--- src/rtl/ato_pkg.sv ---
package ato_pkg;
    localparam int OPC_W = 10;
    localparam int NIB_W = 4;
    localparam int PTR_W = 3;
    localparam int PRE_W = 8;
    localparam logic [9:0] OPC_PRE_TO_B = 10'h275;
    localparam logic [9:0] OPC_PTR_TO_A = 10'h051;
    localparam logic [9:0] OPC_IRQ_TO_A = 10'h253;
    localparam int PRE_HI_LSB = 4;
    localparam int ACC_MSB = 3;
    localparam logic [3:0] NIB_ZERO = 4'h0;
    localparam logic [2:0] PTR_ZERO = 3'h0;
    localparam logic [7:0] PRE_ZERO = 8'h00;
    localparam logic CLEAR_BIT = 1'h0;
    typedef enum logic [2:0]
    {
        ATO_IDLE = 3'b001,
        ATO_EXEC = 3'b010,
        ATO_HOLD = 3'b100
    } ato_state_e;
endpackage : ato_pkg

--- src/rtl/ato_core.sv ---
// Contract
// - Prescaler read copies prescaler bits 7..4 into register B.
// - Prescaler read opcode decoded; one word, one cycle, carry kept, no skip.
// - Pointer read copies the three data pointer bits into accumulator bits 2..0.
// - Pointer read forces accumulator bit 3 to zero.
// - Pointer read opcode decoded; one word, one cycle, carry kept, no skip.
// - Interrupt control read opcode decoded; one word, one cycle, carry kept, no skip.
`timescale 1ns/10ps
`default_nettype none
module ato_core
(
    input wire logic sys_clk,
    input wire logic resetn,
    input wire logic instr_valid,
    input wire logic [9:0] instr_word,
    input wire logic [7:0] timer_prescaler_count,
    input wire logic [2:0] data_pointer_reg,
    input wire logic [3:0] irq_ctrl_reg_one,
    input wire logic carry_in,
    output logic [3:0] acc_q,
    output logic [3:0] reg_b_q,
    output logic carry_flag_q,
    output logic skip_q,
    output logic done_q
);
    // Decode is purely combinational so each of the three opcodes retires in one cycle
    wire dec_pre;
    wire dec_ptr;
    wire dec_irq;
    wire dec_any;
    wire [3:0] pre_hi;
    wire [3:0] ptr_acc;
    wire [3:0] acc_d;
    wire [3:0] reg_b_d;
    wire carry_d;

    // Full ten-bit compare: neighbouring opcodes differ in as few as two bits
    assign dec_pre = instr_valid && (instr_word == ato_pkg::OPC_PRE_TO_B);
    assign dec_ptr = instr_valid && (instr_word == ato_pkg::OPC_PTR_TO_A);
    assign dec_irq = instr_valid && (instr_word == ato_pkg::OPC_IRQ_TO_A);
    assign dec_any = dec_pre || dec_ptr || dec_irq;

    // Only the upper nibble moves; the lower nibble of the count is never read
    assign pre_hi = timer_prescaler_count[ato_pkg::PRE_HI_LSB +: ato_pkg::NIB_W];
    // Bit 3 is forced low, not kept, so stale accumulator data cannot leak
    assign ptr_acc = {ato_pkg::CLEAR_BIT, data_pointer_reg};
    assign acc_d = dec_ptr ? ptr_acc : (dec_irq ? irq_ctrl_reg_one : acc_q);
    assign reg_b_d = dec_pre ? pre_hi : reg_b_q;

    // Carry only follows the rest of the core; these opcodes never touch it
    assign carry_d = dec_any ? carry_flag_q : carry_in;

    always_ff @(posedge sys_clk)
    begin
        if (!resetn)
        begin
            acc_q <= ato_pkg::NIB_ZERO;
        end
        else
        begin
            acc_q <= acc_d;
        end
    end

    always_ff @(posedge sys_clk)
    begin
        if (!resetn)
        begin
            reg_b_q <= ato_pkg::NIB_ZERO;
        end
        else
        begin
            reg_b_q <= reg_b_d;
        end
    end

    always_ff @(posedge sys_clk)
    begin
        if (!resetn)
        begin
            carry_flag_q <= ato_pkg::CLEAR_BIT;
            skip_q <= ato_pkg::CLEAR_BIT;
            done_q <= ato_pkg::CLEAR_BIT;
        end
        else
        begin
            carry_flag_q <= carry_d;
            // None of these opcodes has a skip condition
            skip_q <= ato_pkg::CLEAR_BIT;
            done_q <= dec_any;
        end
    end

    // Checks look at registered outputs one cycle after the taking edge
    // Hold checks sample resetn themselves, so a reset release edge is never judged

    property p_pre;
        @(posedge sys_clk) disable iff (!resetn)
            dec_pre |=> done_q
            && reg_b_q == $past(timer_prescaler_count[ato_pkg::PRE_HI_LSB +: ato_pkg::NIB_W]);
    endproperty : p_pre
    a_pre: assert property (p_pre)
        else $error("prescaler read wrong");

    property p_pre_cy;
        @(posedge sys_clk) disable iff (!resetn)
            dec_pre |=> $stable(carry_flag_q) && !skip_q;
    endproperty : p_pre_cy
    a_pre_cy: assert property (p_pre_cy)
        else $error("prescaler read touched carry or skip");

    property p_ptr_lo;
        @(posedge sys_clk) disable iff (!resetn)
            dec_ptr |=> acc_q[ato_pkg::PTR_W-1:0] == $past(data_pointer_reg);
    endproperty : p_ptr_lo
    a_ptr_lo: assert property (p_ptr_lo)
        else $error("pointer bits wrong");

    property p_ptr_hi;
        @(posedge sys_clk) disable iff (!resetn)
            dec_ptr |=> acc_q[ato_pkg::ACC_MSB] == ato_pkg::CLEAR_BIT;
    endproperty : p_ptr_hi
    a_ptr_hi: assert property (p_ptr_hi)
        else $error("acc bit 3 not cleared");

    property p_ptr_cy;
        @(posedge sys_clk) disable iff (!resetn)
            dec_ptr |=> $stable(carry_flag_q) && !skip_q && done_q;
    endproperty : p_ptr_cy
    a_ptr_cy: assert property (p_ptr_cy)
        else $error("pointer read timing wrong");

    property p_irq_cy;
        @(posedge sys_clk) disable iff (!resetn)
            dec_irq |=> $stable(carry_flag_q) && !skip_q && done_q;
    endproperty : p_irq_cy
    a_irq_cy: assert property (p_irq_cy)
        else $error("irq read timing wrong");

    property p_irq;
        @(posedge sys_clk) disable iff (!resetn)
            dec_irq |=> acc_q == $past(irq_ctrl_reg_one);
    endproperty : p_irq
    a_irq: assert property (p_irq)
        else $error("irq read value wrong");

    // Register B may only move on the prescaler read
    property p_b_hold;
        @(posedge sys_clk) disable iff (!resetn)
            resetn && !dec_pre |=> $stable(reg_b_q);
    endproperty : p_b_hold
    a_b_hold: assert property (p_b_hold)
        else $error("register B changed");

    // The accumulator may only move on the two accumulator loads
    property p_acc_hold;
        @(posedge sys_clk) disable iff (!resetn)
            resetn && !(dec_ptr || dec_irq) |=> $stable(acc_q);
    endproperty : p_acc_hold
    a_acc_hold: assert property (p_acc_hold)
        else $error("accumulator changed");

    // Foreign opcodes leave carry to the rest of the core
    property p_carry_follow;
        @(posedge sys_clk) disable iff (!resetn)
            resetn && !dec_any |=> carry_flag_q == $past(carry_in);
    endproperty : p_carry_follow
    a_carry_follow: assert property (p_carry_follow)
        else $error("carry did not follow carry input");

    // Done is high for one cycle per taken opcode, silent for foreign opcodes
    property p_done_quiet;
        @(posedge sys_clk) disable iff (!resetn)
            resetn && !dec_any |=> !done_q;
    endproperty : p_done_quiet
    a_done_quiet: assert property (p_done_quiet)
        else $error("done raised without a taken opcode");

    // Not disabled by reset, since it judges the reset itself
    property p_reset_clear;
        @(posedge sys_clk)
            !resetn |=> acc_q == ato_pkg::NIB_ZERO && reg_b_q == ato_pkg::NIB_ZERO
            && !carry_flag_q && !skip_q && !done_q;
    endproperty : p_reset_clear
    a_reset_clear: assert property (p_reset_clear)
        else $error("outputs not cleared by reset");

    // Covers mark the scenarios the bench is expected to reach
    property p_cov_pre;
        @(posedge sys_clk) disable iff (!resetn)
            dec_pre;
    endproperty : p_cov_pre
    c_cov_pre: cover property (p_cov_pre);

    property p_cov_ptr_full;
        @(posedge sys_clk) disable iff (!resetn)
            dec_ptr && (&data_pointer_reg);
    endproperty : p_cov_ptr_full
    c_cov_ptr_full: cover property (p_cov_ptr_full);

    property p_cov_irq_ptr;
        @(posedge sys_clk) disable iff (!resetn)
            dec_irq ##1 dec_ptr;
    endproperty : p_cov_irq_ptr
    c_cov_irq_ptr: cover property (p_cov_irq_ptr);

    property p_cov_foreign;
        @(posedge sys_clk) disable iff (!resetn)
            instr_valid && !dec_any;
    endproperty : p_cov_foreign
    c_cov_foreign: cover property (p_cov_foreign);

    // First instruction on the first edge with reset released
    property p_cov_reset_first;
        @(posedge sys_clk)
            !resetn ##1 dec_any;
    endproperty : p_cov_reset_first
    c_cov_reset_first: cover property (p_cov_reset_first);
endmodule : ato_core
`default_nettype wire

--- config.mk ---
export PLATFORM = sky130hd
export DESIGN_NAME = ato_core
export DESIGN_NICKNAME = d
export VERILOG_FILES = /design/src/rtl/ato_pkg.sv /design/src/rtl/ato_core.sv
export SDC_FILE = /design/constraint.sdc
export NUM_CORES = 1
export LEC_CHECK = 0
export BUFFER_PORTS_ARGS = -buffer_cell sky130_fd_sc_hd__buf_2
export CORE_UTILIZATION = 35
export DETAILED_ROUTE_END_ITERATION = 8
export PLACE_DENSITY = 0.67
export SETUP_SLACK_MARGIN = 0.15
export SLEW_MARGIN = 10
export SYNTH_ARGS = -nofsm -noshare
export SYNTH_HDL_FRONTEND = slang
export SYNTH_SLANG_ARGS = --single-unit
--- constraint.sdc ---
create_clock -name sys_clk -period 1.8 [get_ports sys_clk]
set_input_delay 0.27 -clock sys_clk [delete_from_list [all_inputs] [get_ports sys_clk]]
set_output_delay 0.27 -clock sys_clk [all_outputs]
set_load 0.01 [all_outputs]
==> impl_summary.txt, run 1 <==
----------------------------------------------------
[Routing]
  Avg Vias per Cell ... 5.90
  Initial detailed-routing violation count ... 16
  Routed via count ... 673
  DRT antenna net count ... 0
  Final wirelength ... 1520 µm
  DR WL/cell ... 13.3 µm
  Final routed DRC violation total ... 0
  Initial DRT Pass Iterations ... 4

[Run status]
  Result of the run ... finished, final reports clean

[Floorplanning]
  Ports placed on the boundary ... 40
  Initial core utilization ... 0.374
  Die height ... 42.1 µm
  Horizontal die dimension ... 42.1 µm
  Core Rows ... 14
  Die Footprint ... 1770 µm²
  Core area ... 1510 µm²

[Clock tree]
  Number of resized instances in the post-cts repair step ... 0
  Clock sink total ... 10
  Clock-pin transition on the worst setup and hold timing paths ... 0.07 ns
  Max clock buf depth ... 2
  Number of buffers created by CTS ... 3
  Master cell of the clock root buffer ... clkbuf_4
  Worst-Skew Late Latency ... 0.26 ns
  Post-CTS Setup Bufs ... 0
  TritonCTS clock tree ... built
  Max H-tree Level ... 1
  Number of buffers added to fix hold violations after cts ... 0

[Logic synthesis]
  Compound-cell area share of the yosys netlist ... 0.271
  Number of nets produced by synthesis ... 91
  Sequential share of the synthesized area ... 0.356
  Number of enable-type register cells in the synthesized netlist ... 0
  Synth Warn # ... 0
  Post-synthesis simple-gate area fraction ... 0.296
  Synth cell count leaders ... dfxtp_1, o31ai_1, nand4_1
  Per-instance average area after synthesis ... 9.08 µm²
  Cells after synthesis ... 62
  Share of flip-flops with an asynchronous set or reset after synthesis ... 0
  Number of register bits inferred by synthesis ... 10
  Most area-consuming cells after synthesis ... dfxtp_1, o31ai_1, nand4_1, o41ai_1, a21oi_1
  Post-Synth Adder-Cell Area ... 0
  Portion of synthesized cell area occupied by the leading cell type ... 0.356
  Post-synth top area cell ... dfxtp_1
  Synth unique cells ... 23
  Summed instance area of the synthesized netlist ... 563 µm²
  Most repeated cell in the gate-level netlist after synthesis ... dfxtp_1
  Main combinational cell family by area after synthesis ... simple AND/OR/NAND/NOR gates
  Multiplexer share of the synthesized area ... 0.0178
  Xor and xnor fraction of the mapped netlist area ... 0
  Top_reg_cell synth ... dfxtp_1

[Setup path]
  Kind of cell adding the most delay to the critical path ... simple AND/OR/NAND/NOR gates
  Max stage delay cell, worst path ... or4_4
  Critical path buffers and inverters ... 1
  Startpoint kind of the worst setup timing path ... input port
  Arrival time worst endpoint ... 1.53 ns
  CP Capture Type ... flop
  Largest incremental delay on the critical path ... 0.58 ns
  Setup CP Type ... input port to flop
  Maximum net fanout on the critical path ... 6
  CP Data Required Time ... 2.00 ns
  CP Cell Sequence ... buf_2 > or4_4 > a311oi_2 > mux2i_1

[Run]
  Max-cap violation count ... 0

[Timing]
  Fin Setup TNS ... 0 ns
  Min Hold Slack ... 0.246 ns
  Worst-case clock skew ... 0 ns
  Fmax ... 0.747 GHz
  RSZ-0062 raised after global routing ... false
  Clock period minus final worst setup slack ... 1.34 ns
  Setup violators final ... 0
  Final clock period utilization by the worst path ... 0.744
  Final count of pins violating max slew ... 0
  Final number of hold-violating endpoints ... 0

[Final layout]
  Number of nets in the final layout ... 128
  Growth of design area from synthesis to finish ... 40.9%
  Cell area after layout ... 793 µm²
  Ant. Diodes ... 0
  Fraction of final layout cells sized beyond drive strength 1 ... 0.449

[Global route]
  Vias in the first global route ... 584
  Overall fraction of global-route tracks in use ... 0.167
  Number of antenna violations at the first check in global routing ... 0
  GRT Residual Overflow ... 0
  Wire length of the first global-routing pass ... 2330 µm
  Largest net degree at the start of global routing ... 14

[Pwr]
  Largest voltage drop on the vdd net ... 0.294 mV
  Overall Power ... 493 µW
  Total power per unit cell area ... 622 nW/µm²
  Static leakage power ... 0.000338 µW

[Placement]
  Port buffer count ... 34
  DPL Wire Length ... 1130 µm
  Dpl cell area ... 757 µm²
  GPL Wtd Cong ... 0.738

[Worst hold path]
  Class of the tightest hold or removal check ... input port to flop

----------------------------------------------------
==> where the power goes <==
group,switching [µW],total (µW),internal (µW)
clock network,78.6,201,123
logic,36.0,69.1,33.1
registers,0.533,223,222
==> routing by layer <==
layer / vias to the layer above / GRT usage / part of all wire
met4: 0 / 0.0563 / 0.0053
met2: 42 / 0.278 / 0.45
met5: - / 0 / 0
met1: 299 / 0.212 / 0.45
met3: 2 / 0.0388 / 0.098
li1: 330 / - / -
==> layout by cell type (no fill, tap or decap) <==
cell / n
and3b_1: 1
o41ai_1: 3
or4_4: 1
a31oi_1: 3
conb_1: 1
a21oi_1: 5
nor3_1: 1
mux2i_1: 1
inv_1: 1
and2_1: 1
nand4b_1: 2
clkbuf_8: 1
a311oi_2: 1
buf_2: 34
nand2_1: 2
dfxtp_1: 10
o31ai_1: 9
nor4bb_1: 2
nand3b_1: 1
nand4_1: 8
and4b_1: 1
buf_4: 4
clkbuf_4: 3
nand4bb_1: 2
==> path summary, 6_finish.rpt <==
kind / from / to / slack (ns) / cells after the start
worst max-delay path: instr_word[1] / carry_flag_q / 0.46 / 4
worst min-delay path: carry_in / carry_flag_q / 0.25 / 3
worst max register to register: acc_q[2] / acc_q[2] / 1.15 / 2
worst min register to register: carry_flag_q / carry_flag_q / 0.46 / 2
==> state kept, by name, indices dropped and copies added (netlist names) <==
register	flops
acc_q	4
carry_flag_q	1
done_q	1
reg_b_q	4
==> final cells by class <==
type / count / area (µm²)
flip-flops and latches: 10 / 200
clock buffers: 4 / 36.3
repair buffers: 38 / 200
inverters: 1 / 3.75
multi-input cells: 45 / 333
fillers: 150 / 713
well taps: 16 / 20.0
==> logic make-up after synthesis <==
group	Yosys count
AND/OR/NAND/NOR	22
AO/OA/AOI/OAI	21
flip-flops	10
buffers and inverters	7
multiplexers	1
other	1
==> worst min-delay path: cells and delay by family <==
family,cells,cell delay (ns)
buffers and inverters,1,0.09
muxes,1,0.05
and+or+nand+nor,1,0.04
==> metrics by stage <==
| stage | setup slack, ns | cells | utilization |
|---|---|---|---|
| after global placement | 0.218 | 110 | 0.502 |
| after floorplan | 0.410 | 62 | - |
| final | 0.461 | 114 | 0.527 |
| after global routing | 0.404 | 114 | 0.527 |
| after CTS | 0.463 | 114 | 0.527 |
| after detailed placement | 0.188 | 110 | 0.502 |
Power figures use the tool's default switching activity.
==> run 2: changes to the inputs <==
--- a/config.mk
+++ b/config.mk
@@ -5,6 +5,7 @@
 export SDC_FILE = /design/constraint.sdc
 export NUM_CORES = 1
 export LEC_CHECK = 0
+export ABC_AREA = 1
 export BUFFER_PORTS_ARGS = -buffer_cell sky130_fd_sc_hd__buf_2
 export CORE_UTILIZATION = 35
 export DETAILED_ROUTE_END_ITERATION = 8
==> constraint.sdc (replaced) <==
create_clock -name sys_clk -period 1.1 [get_ports sys_clk]
set_input_delay 0.165 -clock sys_clk [delete_from_list [all_inputs] [get_ports sys_clk]]
set_output_delay 0.165 -clock sys_clk [all_outputs]
set_load 0.01 [all_outputs]
==> run 2 against run 1 <==
Clock skew stayed put. Largest power group unchanged. First-iteration DRC count decreased by 69%. Clock power grew 58%.
==> impl_summary.txt, run 2 <==
----------------------------------------------------
[Setup path]
  Launch point of the worst path ... acc_q[3]
  Worst reg2reg path startpoint ... acc_q[2]
  Maximum net fanout on the critical path ... 2 (-4)
  Max stage delay cell, worst path ... dfxtp_1
  Startpoint kind of the worst setup timing path ... flop
  Critical path buffers and inverters ... 1 (unchanged)
  CP Cell Sequence ... buf_2
  Setup CP Type ... flop to output port
  CP Capture Type ... output port
  Kind of cell adding the most delay to the critical path ... flip-flops
  Reg-to-reg setup timing slack ... 0.49 ns (-0.66 ns)
  CP Data Required Time ... 0.94 ns (-1.06 ns)
  Largest incremental delay on the critical path ... 0.33 ns (-0.25 ns)
  Arrival time worst endpoint ... 0.72 ns (-0.81 ns)

[Final layout]
  Registers with the highest flip-flop counts ... acc_q x4, reg_b_q x4
  Ant. Diodes ... 0 (unchanged)
  Number of nets in the final layout ... 161 (+26%)
  Growth of design area from synthesis to finish ... 37.4%
  Highest-count cells in the layout ignoring fill and taps ... buf_2, inv_1, nand2_1
  Final cell count without fillers ... 156 (+37%)
  Commonest non-fill, non-tap cell in the layout ... buf_2
  Fraction of final layout cells sized beyond drive strength 1 ... 0.412 (-0.0368)
  Cell area after layout ... 873 µm² (+10%)

[Logic synthesis]
  Number of enable-type register cells in the synthesized netlist ... 0 (unchanged)
  Number of register bits inferred by synthesis ... 10 (unchanged)
  Top_reg_cell synth ... dfxtp_1
  Synth unique cells ... 19 (-17%)
  Sequential share of the synthesized area ... 0.315 (-0.0406)
  Post-synth top area cell ... dfxtp_1
  Per-instance average area after synthesis ... 6.83 µm² (-25%)
  Most area-consuming cells after synthesis ... dfxtp_1, inv_1, nand3_1, nand2_1, a21oi_1
  Share of flip-flops with an asynchronous set or reset after synthesis ... 0 (unchanged)
  Summed instance area of the synthesized netlist ... 636 µm² (+13%)
  Cells after synthesis ... 93 (+50%)
  Number of nets produced by synthesis ... 122 (+34%)
  Portion of synthesized cell area occupied by the leading cell type ... 0.315 (-0.0406)
  Synth cell count leaders ... inv_1, nand2_1, nand3_1
  Synth Warn # ... 0 (unchanged)
  Most repeated cell in the gate-level netlist after synthesis ... inv_1

[Global route]
  Vias in the first global route ... 567 (-2.9%)
  Number of antenna violations at the first check in global routing ... 0 (unchanged)
  Overall fraction of global-route tracks in use ... 0.143 (-0.0234)
  Largest net degree at the start of global routing ... 10 (-4)
  Wire length of the first global-routing pass ... 2100 µm (-9.8%)
  GRT Residual Overflow ... 0 (unchanged)

[Timing]
  Setup violators final ... 0 (unchanged)
  Worst-case clock skew ... 0 ns (unchanged)
  RSZ-0062 raised after global routing ... false
  Clock period minus final worst setup slack ... 0.883 ns
  Final count of pins violating max slew ... 0 (unchanged)
  Min Hold Slack ... 0.129 ns (-0.117 ns)
  Fin Setup TNS ... 0 ns (unchanged)
  Final number of hold-violating endpoints ... 0 (unchanged)
  Final clock period utilization by the worst path ... 0.803
  Fmax ... 1.13 GHz

[Routing]
  Avg Vias per Cell ... 4.35 (-26%)
  DR WL/cell ... 8.17 µm (-39%)
  Initial detailed-routing violation count ... 5 (-11)
  DRT antenna net count ... 0 (unchanged)
  Final routed DRC violation total ... 0 (unchanged)
  Initial DRT Pass Iterations ... 4 (unchanged)
  Routed via count ... 678 (+0.74%)
  Final wirelength ... 1280 µm (-16%)

[Clock tree]
  Clock-pin transition on the worst setup and hold timing paths ... 0.06 ns (about the same)
  Max H-tree Level ... 1 (unchanged)
  Max clock buf depth ... 2 (unchanged)
  Master cell of the clock root buffer ... clkbuf_4
  Worst-Skew Late Latency ... 0.26 ns (about the same)
  Post-CTS Setup Bufs ... 0 (unchanged)
  Number of buffers added to fix hold violations after cts ... 0 (unchanged)
  Clock sink total ... 10 (unchanged)
  Number of resized instances in the post-cts repair step ... 0 (unchanged)
  Number of buffers created by CTS ... 3 (unchanged)
  TritonCTS clock tree ... built

[Pwr]
  Overall Power ... 804 µW (+63%)
  Largest voltage drop on the vdd net ... 0.813 mV (+180%)
  Total power per unit cell area ... 920 nW/µm² (+48%)
  Static leakage power ... 0.000481 µW (+42%)

[Placement]
  DPL Wire Length ... 1100 µm (-2.6%)
  Number of cells after detailed placement ... 152 (+38%)
  Port buffer count ... 34 (unchanged)
  Dpl cell area ... 837 µm² (+11%)
  GPL Wtd Cong ... 0.806 (+9.1%)

[Run]
  Max-cap violation count ... 0 (unchanged)

[Floorplanning]
  Horizontal die dimension ... 44.6 µm (+5.9%)
  Die Footprint ... 1990 µm² (+12%)
  Core Rows ... 15 (+1)
  Core area ... 1710 µm² (+13%)
  Initial core utilization ... 0.372 (-0.00159)
  Ports placed on the boundary ... 40 (unchanged)
  Die height ... 44.6 µm (+5.9%)

[Worst hold path]
  Class of the tightest hold or removal check ... input port to flop
  Hold Startpoint ... carry_in

[Run status]
  Result of the run ... finished, final reports clean

----------------------------------------------------
run 2: kinds of logic after synthesis:
family | synth area share
and+or+nand+nor | 0.429
buffers and inverters | 0.142
AOI/OAI and AO/OA | 0.108
DFF | 0.315
other | 0.00590
run 2: path summary, 6_finish.rpt:
check	endpoint	depth (start not counted)
worst max-delay path	acc_q[3]	1
worst min-delay path	carry_flag_q	3
worst max register to register	acc_q[2]	2
worst min register to register	reg_b_q[2]	2
run 2: worst register-to-register path, stage by stage, from the launching register on:
cell,delay [ns]
dfxtp_1,0.32
nand3_1,0.08
a21oi_1,0.14
run 2: stage by stage:
step,setup WS (ns),util
finish,0.217,0.511
global route,0.154,0.511
CTS,0.201,0.511
detailed placement,0.00256,0.490
global placement,0.0306,0.490
floorplan,0.210,-
run 2: area by class of cell:
type,instances,area [µm²]
fill,178,835
tap,25,31.3
timing repair buffer,35,178
inverter,22,82.6
multi-input combinational,60,345
clock buffer,4,36.3
sequential,10,200
run 2: power by group:
group	internal (µW)	leakage, µW	total (µW)	switching, µW
Sequential	364	0.0000808	365	0.910
Clock	201	0.0000210	318	117
Combinational	53.3	0.000379	121	67.5
Total	618	0.000481	804	186
run 2: per-layer routing:
layer,part of all wire,routed length (µm),global-route usage,up-vias
li1,-,-,-,364
met1,0.41,525,0.170,293
met2,0.51,653,0.238,19
met3,0.065,83,0.0612,2
met4,0.0094,12,0.0364,0
met5,0,0,0,-
==> run 3: changes to the inputs <==
--- a/config.mk
+++ b/config.mk
@@ -9,7 +9,7 @@
 export BUFFER_PORTS_ARGS = -buffer_cell sky130_fd_sc_hd__buf_2
 export CORE_UTILIZATION = 35
 export DETAILED_ROUTE_END_ITERATION = 8
-export PLACE_DENSITY = 0.67
+export PLACE_DENSITY = 0.65
 export SETUP_SLACK_MARGIN = 0.15
 export SLEW_MARGIN = 10
 export SYNTH_ARGS = -nofsm -noshare
==> constraint.sdc (replaced) <==
create_clock -name sys_clk -period 0.9 [get_ports sys_clk]
set_input_delay 0.135 -clock sys_clk [delete_from_list [all_inputs] [get_ports sys_clk]]
set_output_delay 0.135 -clock sys_clk [all_outputs]
set_load 0.01 [all_outputs]
==> run 3 against run 2 <==
Clock skew is the same. Sequential cell count is the same. Routed wire length grew 30%. Final area grew 35%. Highest routed layer is now met3.
==> impl_summary.txt, run 3 (same netlist as run 2, synthesis figures left out) <==
----------------------------------------------------
[Floorplanning]
  Core Rows ... 15 (unchanged)
  Ports placed on the boundary ... 40 (unchanged)
  Die Footprint ... 1990 µm² (unchanged)
  Horizontal die dimension ... 44.6 µm (unchanged)
  Die height ... 44.6 µm (unchanged)
  Initial core utilization ... 0.372 (unchanged)
  Core area ... 1710 µm² (unchanged)

[Routing]
  Avg Vias per Cell ... 4.40 (+1.4%)
  Initial DRT Pass Iterations ... 4 (unchanged)
  Initial detailed-routing violation count ... 10 (+5)
  Final wirelength ... 1650 µm (+30%)
  Final routed DRC violation total ... 0 (unchanged)
  Routed via count ... 718 (+5.9%)
  DRT antenna net count ... 0 (unchanged)
  DR WL/cell ... 10.1 µm (+24%)

[Clock tree]
  Worst-Skew Late Latency ... 0.26 ns (about the same)
  TritonCTS clock tree ... built
  Clock sink total ... 10 (unchanged)
  Number of buffers created by CTS ... 3 (unchanged)
  Max H-tree Level ... 1 (unchanged)
  Number of buffers added to fix hold violations after cts ... 0 (unchanged)
  Clock-pin transition on the worst setup and hold timing paths ... 0.07 ns (about the same)
  Max clock buf depth ... 2 (unchanged)
  Master cell of the clock root buffer ... clkbuf_4

[Setup path]
  Count of cells along the worst register-to-register path ... 3 (+1)
  Worst r2r dst ... acc_q[1]
  Max stage delay cell, worst path ... dfxtp_2
  Startpoint kind of the worst setup timing path ... flop
  Critical path buffers and inverters ... 1 (unchanged)
  Kind of cell adding the most delay to the critical path ... flip-flops
  Largest incremental delay on the critical path ... 0.33 ns (about the same)
  CP Cell Sequence ... buf_6
  Worst reg2reg path startpoint ... acc_q[1]
  Setup CP Type ... flop to output port
  CP Data Required Time ... 0.76 ns (-0.18 ns)
  Reg-to-reg setup timing slack ... 0.13 ns (-0.36 ns)
  CP Capture Type ... output port
  Maximum net fanout on the critical path ... 2 (unchanged)
  Arrival time worst endpoint ... 0.71 ns (about the same)

[Pwr]
  Clock Power Share ... 0.370 (-0.025)
  Overall Power ... 1080 µW (+35%)
  Sequential cell fraction of total power ... 0.413 (-0.041)
  Part of the total power dissipated in combinational logic ... 0.217 (+0.067)
  Total power per unit cell area ... 917 nW/µm² (-0.36%)
  Internal Power ... 796 µW (+29%)
  Static leakage power ... 0.000555 µW (+15%)
  Psw ... 286 µW (+54%)
  Largest voltage drop on the vdd net ... 1.27 mV (+56%)
  Switching Fraction ... 0.264 (+0.0336)

[Timing]
  RSZ-0062 raised after global routing ... true
  Final clock period utilization by the worst path ... 0.935
  Fin Setup TNS ... 0 ns (unchanged)
  Worst-case clock skew ... 0 ns (unchanged)
  Clock period minus final worst setup slack ... 0.841 ns
  Final count of pins violating max slew ... 0 (unchanged)
  Min Hold Slack ... 0.102 ns (-0.0272 ns)
  Fmax ... 1.19 GHz
  Final number of hold-violating endpoints ... 0 (unchanged)
  Setup violators final ... 0 (unchanged)

[Placement]
  Port buffer count ... 34 (unchanged)
  DPL Wire Length ... 1170 µm (+6.1%)
  GPL Wtd Cong ... 0.783 (-2.8%)

[Worst hold path]
  Worst Hold Endpoint ... carry_flag_q
  Class of the tightest hold or removal check ... input port to flop
  Hold Startpoint ... carry_in
  Hold Path Cell Cnt ... 3 (unchanged)

[Final layout]
  Ant. Diodes ... 0 (unchanged)
  Registers with the highest flip-flop counts ... acc_q x4, reg_b_q x4
  Number of nets in the final layout ... 168 (+4.3%)
  Fraction of final layout cells sized beyond drive strength 1 ... 0.681 (+0.269)
  Commonest non-fill, non-tap cell in the layout ... buf_2
  Growth of design area from synthesis to finish ... 85.6%
  Area occupied by multi-input gates ... 480 µm² (+39%)
  Filler cells ... 144 (-19%)
  Highest-count cells in the layout ignoring fill and taps ... buf_2, inv_1, buf_6
  Area taken by flip-flops and latches ... 213 µm² (+6.3%)

[Global route]
  Overall fraction of global-route tracks in use ... 0.188 (+0.0445)
  Number of antenna violations at the first check in global routing ... 0 (unchanged)
  Largest net degree at the start of global routing ... 9 (-1)
  Wire length of the first global-routing pass ... 2770 µm (+32%)
  GRT Residual Overflow ... 0 (unchanged)
  Vias in the first global route ... 666 (+17%)

[Run]
  Max-cap violation count ... 0 (unchanged)

[Run status]
  Result of the run ... finished, final reports clean

----------------------------------------------------
-- run 3: cell types whose count changed in the layout (fill, tap and decap cells not counted), sizes merged --
cell,change
buf,+6
nand3,+1
-- run 3: worst max-delay path by stage --
stage,start,to,slack (ns),cells after the start
floorplan,instr_word[5],acc_q[0],0.07,7
global placement,instr_word[5],acc_q[1],-0.20,8
detailed placement,instr_word[5],acc_q[2],-0.23,8
CTS,acc_q[2],acc_q[2],0.05,1
global route,acc_q[3],acc_q[3],0.03,1
finish,reg_b_q[3],reg_b_q[3],0.06,1
-- run 3: stage by stage --
stage | util | instance area [µm²] | setup WS (ns) | cells
detailed placement | 0.534 | 912 | -0.231 | 153
global route | 0.691 | 1180 | 0.0290 | 163
CTS | 0.639 | 1090 | 0.0504 | 161
floorplan | - | 703 | 0.0682 | 93
global placement | 0.534 | 912 | -0.196 | 153
finish | 0.691 | 1180 | 0.0588 | 163
-- run 3: final cells by class --
class / instances / share of cell area
Sequential cell: 10 / 0.180
Timing Repair Buffer: 41 / 0.263
Multi-Input combinational cell: 61 / 0.407
Tap cell: 25 / 0.0265
Clock buffer: 4 / 0.0308
Inverter: 22 / 0.0923
-- run 3: power groups by stage --
stage               combinational (µW)  sequential, µW  clock (µW)
floorplan                          101             458           0
global placement                   181             456           0
detailed placement                 184             456           0
CTS                                208             447         418
global route                       258             447         438
finish                             235             447         400
-- run 3: what timing repair did --
| action | 4_1_cts | 5_1_grt |
|---|---|---|
| setup buffers | 3 | 2 |
| resized for setup | 29 | 22 |
| gates cloned | 1 | 0 |
| pin swaps | 9 | 10 |
| endpoints found under the setup margin | 19 | 19 |
-- run 3: metal layers --
metal | up-vias | part of all wire | GRT usage
li1 | 381 | - | -
met1 | 316 | 0.42 | 0.226
met2 | 21 | 0.52 | 0.318
met3 | 0 | 0.051 | 0.0776
met4 | 0 | 0 | 0.0303
met5 | - | 0 | 0
-- run 3: worst reg2reg max path, cell delays in order, from the launching register on --
cell and delay [ns]:
dfxtp_2 0.34, buf_4 0.10, nand3_1 0.10, a21oi_2 0.16
